### src/design/pin_ctrl_pkg.sv
package pin_ctrl_pkg;

  // Nominal size of one latency step, one internal oscillator period.
  localparam int OSC_PERIOD_PS     = 200;
  localparam int LAT_WIDTH         = 16;
  localparam int SYNC_STAGES       = 2;

  // Positions of the pins in the synchroniser vector.
  localparam int PIN_LAT_UP        = 0;
  localparam int PIN_LAT_DOWN      = 1;
  localparam int PIN_SELECT        = 2;
  localparam int PIN_SERIAL_CLOCK  = 3;
  localparam int PIN_SERIAL_DATA   = 4;
  localparam int PIN_ADDR_ZERO     = 5;
  localparam int PIN_ADDR_ONE      = 6;
  localparam int PIN_ADDR_TWO      = 7;
  localparam int PIN_DATA_IN       = 8;
  localparam int PIN_PROTOCOL      = 9;
  localparam int NUM_PINS          = 10;

  // Encodings of the pin levels.
  localparam logic SEL_INPUT_ONE   = 1'h0;
  localparam logic SEL_INPUT_TWO   = 1'h1;
  localparam logic PROTOCOL_I2C    = 1'h0;
  localparam logic PROTOCOL_SPI    = 1'h1;

  // Reset values.
  localparam logic [LAT_WIDTH-1:0] LAT_COUNT_RESET = 16'h0000;
  localparam logic [2:0]           ADDR_RESET      = 3'h0;
  localparam logic                 ACTIVE_RESET    = 1'h0;

endpackage

`timescale 1ns/100ps

module pin_sync #(
  parameter int WIDTH = 1
) (
  // Clock and reset
  input  wire logic             i_ref_clk,
  input  wire logic             i_srst,
  // Pins
  input  wire logic [WIDTH-1:0] i_async,
  output logic      [WIDTH-1:0] o_sync
);

  typedef struct packed {
    logic [WIDTH-1:0] first;
    logic [WIDTH-1:0] second;
  } sync_state_t;

  sync_state_t state_reg;
  sync_state_t state_next;

  // The first stage feeds only the second, so metastability never reaches logic.
  always_comb
  begin
    state_next.first  = i_async;
    state_next.second = state_reg.first;
  end

  always_ff @(posedge i_ref_clk)
  begin
    if (i_srst)
    begin
      state_reg <= '0;
    end
    else
    begin
      state_reg <= state_next;
    end
  end

  assign o_sync = state_reg.second;

endmodule

### src/design/clock_select_latency_pins.sv
`timescale 1ns/100ps

// Function
// - Down pulse lowers latency one step.
// - Up pulse raises latency one step.
// - Latency pins step only when enabled; both-high buildout strap acts regardless.
// - Disabled pins: latency from adjust word.
// - Both pins high disables phase buildout.
// - Manual pin select: 0 one, 1 two.
// - Pin select off: register bit, pin released.
// - Automatic mode shows active input on pin.
// - Both alarmed: hold last active input.
// - Indicator driven only when enabled.
// - Status bit always mirrors active input.
// - Serial clock pin clocks control port.
// - Data pin bidirectional I2C, output SPI.
// - Address bits used only in I2C.
// - Address two doubles as SPI select.
// - Data-in pin used only in SPI.
// - Protocol pin: 0 I2C, 1 SPI.
module clock_select_latency_pins
  import pin_ctrl_pkg::*;
#(
  parameter int LAT_W = pin_ctrl_pkg::LAT_WIDTH
) (
  // Clock and reset
  input  wire logic             i_ref_clk,
  input  wire logic             i_srst,
  // Latency pins and their control
  input  wire logic             i_latency_up_pin,
  input  wire logic             i_latency_down_pin,
  input  wire logic             i_latency_pin_enable,
  input  wire logic [LAT_W-1:0] i_latency_adjust_word,
  output logic      [LAT_W-1:0] o_latency_word,
  output logic                  o_latency_step_up,
  output logic                  o_latency_step_down,
  output logic                  o_buildout_disable,
  // Input clock selection
  input  wire logic             i_auto_select_mode,
  input  wire logic             i_select_pin_enable,
  input  wire logic             i_select_register_bit,
  input  wire logic             i_active_indicate_enable,
  input  wire logic             i_alarm_input_one,
  input  wire logic             i_alarm_input_two,
  output logic                  o_active_status_bit,
  output logic                  o_digital_hold,
  // Shared select or active pin
  input  wire logic             i_select_or_active_pin,
  output logic                  o_select_or_active_pin,
  output logic                  o_select_or_active_oe,
  // Serial port pins
  input  wire logic             i_serial_clock_pin,
  input  wire logic             i_serial_data_io,
  output logic                  o_serial_data_io,
  output logic                  o_serial_data_oe,
  input  wire logic             i_port_address_bit_zero,
  input  wire logic             i_port_address_bit_one,
  input  wire logic             i_address_two_or_select,
  input  wire logic             i_serial_data_in_pin,
  input  wire logic             i_control_protocol_pin,
  // Control port engine side
  input  wire logic             i_port_data_out,
  input  wire logic             i_port_data_drive,
  output logic                  o_port_clock,
  output logic                  o_port_data_in,
  output logic      [2:0]       o_port_address,
  output logic                  o_port_select_n,
  output logic                  o_protocol_is_spi
);

  typedef struct packed {
    logic             up_prev;
    logic             down_prev;
    logic             step_up;
    logic             step_down;
    logic [LAT_W-1:0] lat_count;
    logic [LAT_W-1:0] lat_word;
    logic             buildout_off;
    logic             active;
    logic             hold;
    logic             sel_out;
    logic             sel_oe;
    logic             port_clock;
    logic             data_in;
    logic [2:0]       address;
    logic             select_n;
    logic             is_spi;
    logic             sda_out;
    logic             sda_oe;
  } pin_state_t;

  pin_state_t          state_reg;
  pin_state_t          state_next;
  logic [NUM_PINS-1:0] pins_raw;
  logic [NUM_PINS-1:0] pins_sync;
  logic                up_s;
  logic                down_s;
  logic                spi_s;

  assign pins_raw[PIN_LAT_UP]       = i_latency_up_pin;
  assign pins_raw[PIN_LAT_DOWN]     = i_latency_down_pin;
  assign pins_raw[PIN_SELECT]       = i_select_or_active_pin;
  assign pins_raw[PIN_SERIAL_CLOCK] = i_serial_clock_pin;
  assign pins_raw[PIN_SERIAL_DATA]  = i_serial_data_io;
  assign pins_raw[PIN_ADDR_ZERO]    = i_port_address_bit_zero;
  assign pins_raw[PIN_ADDR_ONE]     = i_port_address_bit_one;
  assign pins_raw[PIN_ADDR_TWO]     = i_address_two_or_select;
  assign pins_raw[PIN_DATA_IN]      = i_serial_data_in_pin;
  assign pins_raw[PIN_PROTOCOL]     = i_control_protocol_pin;

  pin_sync #(
    .WIDTH (NUM_PINS)
  ) u_pin_sync (
    .i_ref_clk (i_ref_clk),
    .i_srst    (i_srst),
    .i_async   (pins_raw),
    .o_sync    (pins_sync)
  );

  assign up_s   = pins_sync[PIN_LAT_UP];
  assign down_s = pins_sync[PIN_LAT_DOWN];
  assign spi_s  = pins_sync[PIN_PROTOCOL];

  // A held-high pair is the buildout strap, never a step, so steps are
  // taken only from an edge while the other pin is low.
  function automatic logic step_edge(input logic cur, input logic prev, input logic other);
    step_edge = cur && !prev && !other;
  endfunction

  always_comb
  begin
    state_next           = state_reg;
    state_next.up_prev   = up_s;
    state_next.down_prev = down_s;

    state_next.step_up   = i_latency_pin_enable && step_edge(up_s, state_reg.up_prev, down_s);
    state_next.step_down = i_latency_pin_enable &&
                           step_edge(down_s, state_reg.down_prev, up_s);

    // increment one period
    // The counter wraps freely at LAT_W bits; there are no end stops, so the word repeats every 2^LAT_W steps.
    if (state_next.step_up)
    begin
      state_next.lat_count = state_reg.lat_count + LAT_W'(1);
    end
    else if (state_next.step_down)
    begin
      state_next.lat_count = state_reg.lat_count - LAT_W'(1);
    end

    if (i_latency_pin_enable)
    begin
      state_next.lat_word = state_next.lat_count;
    end
    else
    begin
      state_next.lat_word = i_latency_adjust_word;
    end

    state_next.buildout_off = up_s && down_s;

    state_next.hold = i_auto_select_mode && i_alarm_input_one && i_alarm_input_two;

    if (i_auto_select_mode)
    begin
      if (!state_next.hold)
      begin
        if ((state_reg.active == SEL_INPUT_ONE) && i_alarm_input_one)
        begin
          state_next.active = SEL_INPUT_TWO;
        end
        else if ((state_reg.active == SEL_INPUT_TWO) && i_alarm_input_two)
        begin
          state_next.active = SEL_INPUT_ONE;
        end
      end
      state_next.sel_oe  = i_active_indicate_enable;
      state_next.sel_out = state_next.active;
    end
    else
    begin
      if (i_select_pin_enable)
      begin
        state_next.active = pins_sync[PIN_SELECT];
      end
      else
      begin
        state_next.active = i_select_register_bit;
      end
      state_next.sel_oe  = 1'h0;
      state_next.sel_out = 1'h0;
    end

    state_next.is_spi     = spi_s;
    state_next.port_clock = pins_sync[PIN_SERIAL_CLOCK];

    if (spi_s == PROTOCOL_SPI)
    begin
      state_next.address  = ADDR_RESET;
      state_next.select_n = pins_sync[PIN_ADDR_TWO];
      state_next.data_in  = pins_sync[PIN_DATA_IN];
      state_next.sda_out  = i_port_data_out;
      state_next.sda_oe   = i_port_data_drive && !pins_sync[PIN_ADDR_TWO];
    end
    else
    begin
      state_next.address  = {pins_sync[PIN_ADDR_TWO], pins_sync[PIN_ADDR_ONE],
                             pins_sync[PIN_ADDR_ZERO]};
      state_next.select_n = 1'h1;
      state_next.data_in  = pins_sync[PIN_SERIAL_DATA];
      state_next.sda_out  = 1'h0;
      state_next.sda_oe   = i_port_data_drive && !i_port_data_out;
    end
  end

  always_ff @(posedge i_ref_clk)
  begin
    if (i_srst)
    begin
      state_reg           <= '0;
      state_reg.lat_count <= LAT_COUNT_RESET;
      state_reg.lat_word  <= LAT_COUNT_RESET;
      state_reg.active    <= ACTIVE_RESET;
      state_reg.address   <= ADDR_RESET;
      state_reg.select_n  <= 1'h1;
    end
    else
    begin
      state_reg <= state_next;
    end
  end

  assign o_latency_word         = state_reg.lat_word;
  assign o_latency_step_up      = state_reg.step_up;
  assign o_latency_step_down    = state_reg.step_down;
  assign o_buildout_disable     = state_reg.buildout_off;
  assign o_active_status_bit    = state_reg.active;
  assign o_digital_hold         = state_reg.hold;
  assign o_select_or_active_pin = state_reg.sel_out;
  assign o_select_or_active_oe  = state_reg.sel_oe;
  assign o_serial_data_io       = state_reg.sda_out;
  assign o_serial_data_oe       = state_reg.sda_oe;
  assign o_port_clock           = state_reg.port_clock;
  assign o_port_data_in         = state_reg.data_in;
  assign o_port_address         = state_reg.address;
  assign o_port_select_n        = state_reg.select_n;
  assign o_protocol_is_spi      = state_reg.is_spi;
endmodule

### config.mk
export PLATFORM = sky130hd
export DESIGN_NAME = clock_select_latency_pins
export DESIGN_NICKNAME = d
export VERILOG_FILES = /design/src/design/pin_ctrl_pkg.sv /design/src/design/clock_select_latency_pins.sv
export SDC_FILE = /design/constraint.sdc
export NUM_CORES = 1
export LEC_CHECK = 0
export BUFFER_PORTS_ARGS = -buffer_cell sky130_fd_sc_hd__buf_4
export CORE_MARGIN = 3
export CORE_UTILIZATION = 38
export CTS_CLUSTER_DIAMETER = 40
export DETAILED_ROUTE_END_ITERATION = 8
export GPL_ROUTABILITY_DRIVEN = 0
export HOLD_SLACK_MARGIN = 0.08
export SETUP_SLACK_MARGIN = 0.5
export SLEW_MARGIN = 5
export SYNTH_ARGS = -nofsm -noshare
export SYNTH_HDL_FRONTEND = slang
export SYNTH_HIERARCHICAL = 1
export SYNTH_SLANG_ARGS = --single-unit
### constraint.sdc
create_clock -name i_ref_clk -period 2.45 [get_ports i_ref_clk]
set_clock_uncertainty 0.1 [all_clocks]
set_input_delay 0.245 -clock i_ref_clk [delete_from_list [all_inputs] [get_ports i_ref_clk]]
set_output_delay 0.245 -clock i_ref_clk [all_outputs]
set_load 0.05 [all_outputs]
==> summary.md, run 1 <==
| Metric | Value |
|---|---|
| Diodes inserted | 0 |
| Combinational share of power | 17.6% |
| Net Switching | 0.0007343 W |
| Finished Core Util | 56.28% |
| Main synth FF type | dfxtp_1 |
| Max-slew headroom | 63.36% |
| Initial DRC count | 78 |
| Int Pwr | 0.001925 W |
| Placed cell count | 440 |
| Total wire length | 6281 um |
| Critical Path Source Type | flop |
| Final setup TNS | 0 ns |
| P&R area growth vs syn | 39.82% |
| Critical path's largest stage delay | 0.55 ns |
| Post-synthesis sequential area ratio | 46.74% |
| Hold Path Class | primary input to flop |
| CTS buffer count | 9 |
| Slowest stage cell, crit path | or4_4 |
| Worst-Skew Late Latency | 0.34 ns |
| Drt wl/cell | 12.54 um |
| Fin cells | 501 |
| RSZ-0062 raised after global routing | yes |
| Fraction of registers with async set/reset | 0% |
| Slew @ Worst Pin | 0.5422 ns |
| Root buffer cell | clkbuf_8 |
| GRT Util Overall | 15.19% |
| FF+latch count, synth | 70 |
| First-pass iteration count of the detailed router | 4 |
| H-tree Lvls | 3 |
| Clock sinks | 70 |
| Hold depth | 3 |
| CTS tree | built |
| Clock power frac | 35.8% |
| Pwr dens | 634.5 nW/um2 |
| Tcrit/Tclk final | 85.63% |
| Num rows | 31 |
| Final setup viols | 0 |
| First-pass GRT wire length | 10610 um |
| Core area | 7447 um2 |
| Worst Path Max Fanout | 5 |
| Sw frac | 27.61% |
| GR Overflow Total | 0 |
| Nets | 436 |
| CP Buf/Inv Count | 0 |
| Top Ports | 69 |
| CTS max path bufs | 2 |
| Syn nets | 341 |
| Peak supply drop | 0.3517 mV |
| Syn Inst Count | 302 |
| CP endpoint kind | flop |
| IO buf count | 68 |
| Sequential Power Share | 46.6% |
| Setup CP Type | flop to flop |
| Via count | 2389 |
| Layout cells sized above 1 | 40.55% |
| Final slew viol count | 0 |
| Synth Area per Inst | 9.927 um2 |
| Reg2reg path depth | 5 |
| Reg clk slew, reported paths | 0.07 ns |
| Fin. Hold Viols | 0 |
| Post-synth EDFFs | 0 |
| Cell depth of the worst setup path | 5 |
| Critical Path AT | 2.24 ns |
| Largest net degree at the start of global routing | 40 |
| Pleak | 1.772 nW |
| Total Die Area | 8991 um2 |
| Post-DP HPWL | 3993 um |
| Max FFs per register | 18 |
| Vias in the first global route | 2344 |
| Final ANT Viol Nets | 0 |
| Post-layout min period | 2.098 ns |
| Vias per std cell | 4.768 |
| Die X | 94.82 um |
| Maximum clock frequency | 476.7 MHz |
| Critical path cell sequence | or4_4 -> nor4_4 -> a22oi_2 -> or4b_1 -> o311ai_1 |
| Post-Synthesis Cell Area | 2998 um2 |
| Antenna violations before repair | 0 |
| Residual DRC | 0 |
| Outcome | completed |
| Die H | 94.82 um |
| Cell variety after synth | 50 |
| Synth warnings | 6 |
| Largest delay share family, worst path | simple AND/OR/NAND/NOR gates |
| Max Cap Viol | 0 |
| Initial core utilization | 40.26% |
| WHS | 0.1056 ns |
| Worst Path Required | 2.59 ns |
worst register-to-register path: stages, from the launching register on:
cell and delay (ns):
dfxtp_4 0.35, or4_4 0.55, nor4_4 0.24, a22oi_2 0.18, or4b_1 0.49, o311ai_1 0.10
through the flow:
| stage | setup slack [ns] | cell area (um2) | total power, W |
|---|---|---|---|
| floorplan | 0.4661 | 3009 | 0.001565 |
| global placement | 0.3732 | 3465 | 0.001660 |
| detailed placement | 0.3253 | 3465 | 0.001664 |
| CTS | 0.3677 | 4053 | 0.002668 |
| global route | 0.2366 | 4192 | 0.002794 |
| finish | 0.3522 | 4192 | 0.002660 |
Yosys cell counts (6+ instances only):
library cell,count,share of area [%]
nor2b_1,10,2.1
a21oi_1,7,1.2
or3_1,6,1.3
nand2b_1,9,1.9
nor2_1,30,3.8
nor2b_2,16,4.7
and2_1,8,1.7
xor2_1,6,1.8
dfxtp_1,70,47
nand2_1,8,1.0
inv_1,8,1.0
clkbuf_1,7,0.88
buf_4,19,4.8
logic make-up (layout without fill, tap and decap cells):
group                    count (synthesis)  count (layout)  share of synthesized area, %
AND/OR/NAND/NOR                        136             136                         30.76
AO/OA/AOI/OAI                           33              33                         7.638
adder cells (fa/ha/maj)                  3               3                         1.168
XOR/XNOR                                11              11                         3.214
flip-flops                              70              70                         46.74
multiplexers                             6               6                         2.045
buffers and inverters                   43             143                         8.431
layout make-up:
type	count	area, um2
multi-input cells	189	1441
clock inverters	6	70.07
inverters	8	30.03
repair buffers	119	968.4
fillers	650	3256
clock buffers	10	137.6
flip-flops and latches	70	1420
well taps	99	123.9
repair_timing:
action,CTS,global route
hold endpoints to repair,26,0
pin swaps,7,14
hold buffers,27,0
resized for setup,6,26
endpoints found under the setup margin,11,20
gates cloned,0,0
setup buffers,11,7
power by group through the flow:
stage	Combinational (W)	Clock, W	Sequential, W
final	0.000468	0.000953	0.00124
after global routing	0.000511	0.00104	0.00125
after CTS	0.000448	0.000985	0.00124
after detailed placement	0.000401	0	0.00126
after global placement	0.000400	0	0.00126
after floorplan	0.000295	0	0.00127
cell usage in the layout (no fill, tap or decap), drive strengths merged, types with 2 or more instances in the layout:
cell / n
nand4b: 4
a21oi: 7
nand4bb: 2
nor4: 3
nor3: 5
nand2: 8
nor2b: 30
ha: 2
xnor2: 5
xor2: 6
nand2b: 9
nor3b: 5
a22oi: 4
dlygate4sd3: 27
inv: 9
nor4bb: 3
nand3: 5
o311ai: 3
o21ai: 7
and2: 8
clkinv: 4
clkbuf: 10
mux2i: 5
buf: 92
o22ai: 4
or4b: 3
or4: 6
and3: 3
dfxtp: 70
a32oi: 3
nand4: 3
or3: 6
nor2: 30
layer usage:
layer  GRT usage [%]  routed length, um  vias to the layer above
met5               0                  0                        -
met1           17.81               2707                     1090
met4           5.889                 71                        0
met3           6.135                426                       10
met2           24.78               3075                       74
li1                -                  -                     1215
path summary, 6_finish.rpt:
| check | from | endpoint | slack (ns) |
|---|---|---|---|
| setup / recovery | state_reg[34] | o_latency_word[11] | 0.35 |
| hold / removal | i_latency_adjust_word[10] | o_latency_word[10] | 0.11 |
| setup reg to reg | state_reg[34] | o_latency_word[11] | 0.35 |
| hold reg to reg | u_pin_sync/o_sync[6] | o_port_address[1] | 0.33 |
Power figures use the tool's default switching activity.
==> inputs of run 2 (changes only) <==
--- a/config.mk
+++ b/config.mk
@@ -12,6 +12,7 @@
 export DETAILED_ROUTE_END_ITERATION = 8
 export GPL_ROUTABILITY_DRIVEN = 0
 export HOLD_SLACK_MARGIN = 0.08
+export PLACE_DENSITY = 0.63
 export SETUP_SLACK_MARGIN = 0.5
 export SLEW_MARGIN = 5
 export SYNTH_ARGS = -nofsm -noshare
==> run 2 against run 1 <==
  * Final cell count down 1.4%
  * Sequential share of layout area up 0.35 points
  * Critical path depth up 1
  * First-iteration DRC count up 38%
  * Utilization down 0.87 points
  * Largest cell class unchanged
  * Final area down 1.6%
  * Clock power up 11%
  * Largest power group unchanged
  * Hold slack worse by 0.0064 ns
==> summary.md, run 2 (synthesis results as in run 1) <==
| Metric | Value |
|---|---|
| Outcome | completed |
| Worst Path Required | 2.64 ns (+0.05 ns) |
| CTS max path bufs | 2 (unchanged) |
| Critical Path AT | 2.40 ns (+0.16 ns) |
| Post-layout min period | 2.209 ns (+0.1110 ns) |
| Die H | 94.82 um (unchanged) |
| Hold_sp | i_latency_adjust_word[10] |
| First-pass iteration count of the detailed router | 4 (unchanged) |
| Finished Core Util | 55.41% (-0.87 points) |
| Max FFs per register | 18 (unchanged) |
| Max Cap Viol | 0 (unchanged) |
| Die X | 94.82 um (unchanged) |
| Worst-Skew Late Latency | 0.34 ns (about the same) |
| Clock sinks | 70 (unchanged) |
| GRT Util Overall | 13.98% (-1.2 points) |
| Setup CP Type | flop to flop |
| Reg clk slew, reported paths | 0.08 ns (about the same) |
| Worst r2r dst | state_reg[44] |
| RSZ-0062 raised after global routing | yes |
| Pleak | 1.743 nW (-1.7%) |
| Final slew viol count | 0 (unchanged) |
| Tcrit/Tclk final | 90.16% (+4.5 points) |
| R2r setup slk | 0.24 ns (-0.11 ns) |
| Vias per std cell | 4.743 (-0.54%) |
| Dpl ws | 0.3262 ns (+0.0009360 ns) |
| Min-Delay Endpoint | o_latency_word[10] |
| Root buffer cell | clkbuf_8 |
| Residual DRC | 0 (unchanged) |
| Core area | 7447 um2 (unchanged) |
| Final ANT Viol Nets | 0 (unchanged) |
| Layout cells sized above 1 | 37.47% (-3.1 points) |
| Fin cells | 494 (-1.4%) |
| Antenna violations before repair | 0 (unchanged) |
| Largest net degree at the start of global routing | 45 (+13%) |
| Worst Path Max Fanout | 3 (-2) |
| CP endpoint kind | flop |
| First-pass GRT wire length | 9798 um (-7.7%) |
| Num rows | 31 (unchanged) |
| CTS tree | built |
| Placed cell count | 439 (-0.23%) |
| Commonest non-fill, non-tap cell in the layout | buf_4 |
| Maximum clock frequency | 452.7 MHz (-5.0%) |
| Critical Path Source Type | flop |
| Post-DP HPWL | 3954 um (-1.0%) |
| Pwr dens | 667.7 nW/um2 (+5.2%) |
| P&R area growth vs syn | 37.65% |
| Fin. Hold Viols | 0 (unchanged) |
| IO buf count | 68 (unchanged) |
| Final setup TNS | 0 ns (unchanged) |
| Hold depth | 3 (unchanged) |
| GR Overflow Total | 0 (unchanged) |
| Drt wl/cell | 12.42 um (-0.96%) |
| H-tree Lvls | 3 (unchanged) |
| Diodes inserted | 0 (unchanged) |
| Max-slew headroom | 64.13% (+0.77 points) |
| Nets | 429 (-1.6%) |
| Total Die Area | 8991 um2 (unchanged) |
| Initial core utilization | 40.26% (unchanged) |
| Peak supply drop | 0.4486 mV (+28%) |
| Total wire length | 6134 um (-2.3%) |
| Vias in the first global route | 2212 (-5.6%) |
| Reg2reg start | state_reg[36] |
| Top Ports | 69 (unchanged) |
| Final setup viols | 0 (unchanged) |
| Most frequent cells in the layout | buf_4, dfxtp_1, nor2_1 |
| Setup ws final | 0.2412 ns (-0.1110 ns) |
| Via count | 2343 (-1.9%) |
| Initial DRC count | 108 (+38%) |
| CTS buffer count | 9 (unchanged) |
| Slew @ Worst Pin | 0.5308 ns (-0.01136 ns) |
| Hold Path Class | primary input to flop |
| Reg2reg path depth | 6 (+1) |
[run 2: critical path, cell delays in order, from the launching register on]
cell     delay (ns)
dfxtp_2        0.33
or4_4          0.58
nor4_4         0.32
a32oi_2        0.11
buf_4          0.17
or4_1          0.46
nand2_1        0.07
[run 2: report_power, final]
part | switching (W) | total, W | internal (W)
Combinational | 0.000244 | 0.000456 | 0.000212
Clock | 0.000456 | 0.00106 | 0.000606
Sequential | 0.0000409 | 0.00124 | 0.00120
Total | 0.000741 | 0.00276 | 0.00201
[run 2: through the flow]
step	total power, W	hold slack, ns	area (um2)
2_1_floorplan	0.001565	0.2536	3009
3_3_place_gp	0.001658	0.3125	3457
3_5_place_dp	0.001662	0.3153	3457
4_1_cts	0.002769	0.09345	4028
5_1_grt	0.002881	0.1124	4126
6_report	0.002755	0.09913	4126
[run 2: metal layers]
metal / vias to the layer above / global-route usage [%] / wire length [um]
met1: 1071 / 16.10 / 2683
li1: 1192 / - / -
met3: 11 / 4.622 / 425
met5: - / 0 / 0
met2: 69 / 22.84 / 2920
met4: 0 / 7.572 / 103
[run 2: worst max path at each step]
| stage | endpoint | cells after the start | start |
|---|---|---|---|
| floorplan | o_latency_word[11] | 6 | state_reg[33] |
| global placement | o_latency_word[9] | 5 | state_reg[36] |
| detailed placement | o_latency_word[11] | 5 | state_reg[33] |
| CTS | o_latency_word[11] | 5 | state_reg[36] |
| global route | o_latency_word[9] | 6 | state_reg[36] |
| finish | state_reg[44] | 6 | state_reg[36] |
[run 2: repair_timing]
action / CTS / global route
hold buffers: 26 / 0
setup buffers: 7 / 6
endpoints found under the setup margin: 11 / 16
resized for setup: 6 / 16
hold endpoints to repair: 25 / 0
pin swaps: 5 / 12
[run 2: area by class of cell]
cell class / instances / area, um2
Inverter: 8 / 30.03
Fill cell: 690 / 3321
Multi-Input combinational cell: 189 / 1416
Tap cell: 99 / 123.9
Clock buffer: 10 / 137.6
Sequential cell: 70 / 1413
Timing Repair Buffer: 112 / 913.4
Clock inverter: 6 / 92.59
==> inputs of run 3 (changes only) <==
--- a/config.mk
+++ b/config.mk
@@ -6,13 +6,15 @@
 export NUM_CORES = 1
 export LEC_CHECK = 0
 export BUFFER_PORTS_ARGS = -buffer_cell sky130_fd_sc_hd__buf_4
+export CELL_PAD_IN_SITES_DETAIL_PLACEMENT = 1
+export CELL_PAD_IN_SITES_GLOBAL_PLACEMENT = 1
 export CORE_MARGIN = 3
 export CORE_UTILIZATION = 38
 export CTS_CLUSTER_DIAMETER = 40
 export DETAILED_ROUTE_END_ITERATION = 8
 export GPL_ROUTABILITY_DRIVEN = 0
 export HOLD_SLACK_MARGIN = 0.08
-export PLACE_DENSITY = 0.63
+export PLACE_DENSITY = 0.78
 export SETUP_SLACK_MARGIN = 0.5
 export SLEW_MARGIN = 5
 export SYNTH_ARGS = -nofsm -noshare
==> run 3 against run 2 <==
  * Fmax rose by 5.3%
  * Final area is 0.27% higher
  * Flip-flop and latch count stayed put
  * Via count rose by 2.7%
  * Register-to-register slack better by 0.11 ns
  * Clock-buffer cell count is 1 lower
  * Wire length is 14% higher
==> summary.md, run 3 (synthesis results as in run 1) <==
| Metric | Value |
|---|---|
| RSZ-0062 raised after global routing | yes |
| Largest net degree at the start of global routing | 49 (+8.9%) |
| Residual DRC | 0 (unchanged) |
| CTS buffer count | 9 (unchanged) |
| P&R area growth vs syn | 38.02% |
| First-pass iteration count of the detailed router | 4 (unchanged) |
| Tot Pwr | 0.002774 W (+0.69%) |
| Total wire length | 6972 um (+14%) |
| Clock sinks | 70 (unchanged) |
| Fin area | 4138 um2 (+0.27%) |
| Total Die Area | 8991 um2 (unchanged) |
| FILL cells | 852 (+23%) |
| WHS | 0.09436 ns (-0.004772 ns) |
| Nets | 431 (+0.47%) |
| Pwr dens | 670.5 nW/um2 (+0.42%) |
| Die H | 94.82 um (unchanged) |
| Vias per std cell | 4.851 (+2.3%) |
| Maximum clock frequency | 476.8 MHz (+5.3%) |
| Outcome | completed |
| Final setup viols | 0 (unchanged) |
| Dpl cell area | 3465 um2 (+0.22%) |
| Root buffer cell | clkbuf_8 |
| Top Ports | 69 (unchanged) |
| Drt wl/cell | 14.06 um (+13%) |
| CTS max path bufs | 2 (unchanged) |
| Initial DRC count | 148 (+37%) |
| Register area | 1413 um2 (unchanged) |
| Fin. Hold Viols | 0 (unchanged) |
| Footprint of the multi-input gates | 1405 um2 (-0.79%) |
| Final setup TNS | 0 ns (unchanged) |
| Die X | 94.82 um (unchanged) |
| Worst Path Max Fanout | 4 (+1) |
| Most frequent cells in the layout | buf_4, dfxtp_1, nor2_1 |
| Final ANT Viol Nets | 0 (unchanged) |
| Via count | 2406 (+2.7%) |
| Post-layout min period | 2.097 ns (-0.1114 ns) |
| Final slew viol count | 0 (unchanged) |
| CP endpoint kind | flop |
| Worst-Skew Late Latency | 0.35 ns (about the same) |
| Pleak | 1.752 nW (+0.52%) |
| Reg clk slew, reported paths | 0.08 ns (about the same) |
| Layout cells sized above 1 | 37.03% (-0.44 points) |
| Antenna violations before repair | 0 (unchanged) |
| Initial core utilization | 40.26% (unchanged) |
| CTS tree | built |
| Max Cap Viol | 0 (unchanged) |
| Critical Path AT | 2.25 ns (-0.15 ns) |
| First-pass GRT wire length | 11430 um (+17%) |
| Vias in the first global route | 2486 (+12%) |
| Setup CP Type | flop to flop |
| Placed cell count | 440 (+0.23%) |
| Commonest non-fill, non-tap cell in the layout | buf_4 |
| Peak supply drop | 0.4329 mV (-3.5%) |
| Num rows | 31 (unchanged) |
| GR Overflow Total | 0 (unchanged) |
| Worst Path Required | 2.60 ns (-0.04 ns) |
| Tcrit/Tclk final | 85.61% (-4.5 points) |
| Slew @ Worst Pin | 0.5290 ns (-0.001857 ns) |
| IO buf count | 68 (unchanged) |
| Hold Path Class | primary input to flop |
| Post-DP HPWL | 4478 um (+13%) |
| Core area | 7447 um2 (unchanged) |
| GRT Util Overall | 16.43% (+2.4 points) |
| Max FFs per register | 18 (unchanged) |
| Fin cells | 496 (+0.40%) |
| Diodes inserted | 0 (unchanged) |
| Critical Path Source Type | flop |
| H-tree Lvls | 3 (unchanged) |
| Max-slew headroom | 64.73% (+0.61 points) |
[run 3: final timing paths]
kind                                   from                  to  cells past startpoint  slack [ns]
hold / removal    i_latency_adjust_word[12]  o_latency_word[12]                      3        0.09
hold reg to reg        u_pin_sync/o_sync[6]   o_port_address[1]                      1        0.33
setup reg to reg              state_reg[34]  o_latency_word[10]                      5        0.35
setup / recovery              state_reg[34]  o_latency_word[10]                      5        0.35
[run 3: final cells by class]
class                      count  area share [%]
inverter                       8          0.7257
tap                           99           2.994
clock buffer                   9           2.994
multi-input combinational    189           33.96
sequential                    70           34.14
timing repair buffer         114           22.62
clock inverter                 7           2.570
[run 3: repair_timing]
| action | 4_1_cts | 5_1_grt |
|---|---|---|
| pin swaps | 9 | 4 |
| buffers inserted | 12 | 2 |
| setup endpoints to repair | 15 | 19 |
| gates resized for setup | 10 | 12 |
| hold endpoints to repair | 25 | 0 |
| hold buffers | 26 | 0 |
[run 3: metrics by stage]
step                      utilization (%)  worst slack (ns)
final                               55.56            0.3525
after global routing                55.56            0.2804
after CTS                           54.70            0.3603
after detailed placement            46.52            0.2922
after global placement              46.52            0.3713
after floorplan                         -            0.4661
[run 3: critical path: stages (launching register included)]
cell and delay, ns:
dfxtp_4 0.35, or4_4 0.56, nor4_4 0.26, a32oi_4 0.12
or4b_1 0.51, o311ai_1 0.10
[run 3: metal layers]
metal | track usage [%] | share of wire [%]
met5 | 0 | 0
met4 | 7.933 | 2.4
met3 | 4.940 | 5.9
met2 | 28.71 | 51
met1 | 18.07 | 41
[run 3: where the power goes]
part	internal, W	switching, W
registers	0.00120	0.0000429
clock network	0.000589	0.000483
logic	0.000213	0.000250
total	0.00200	0.000776
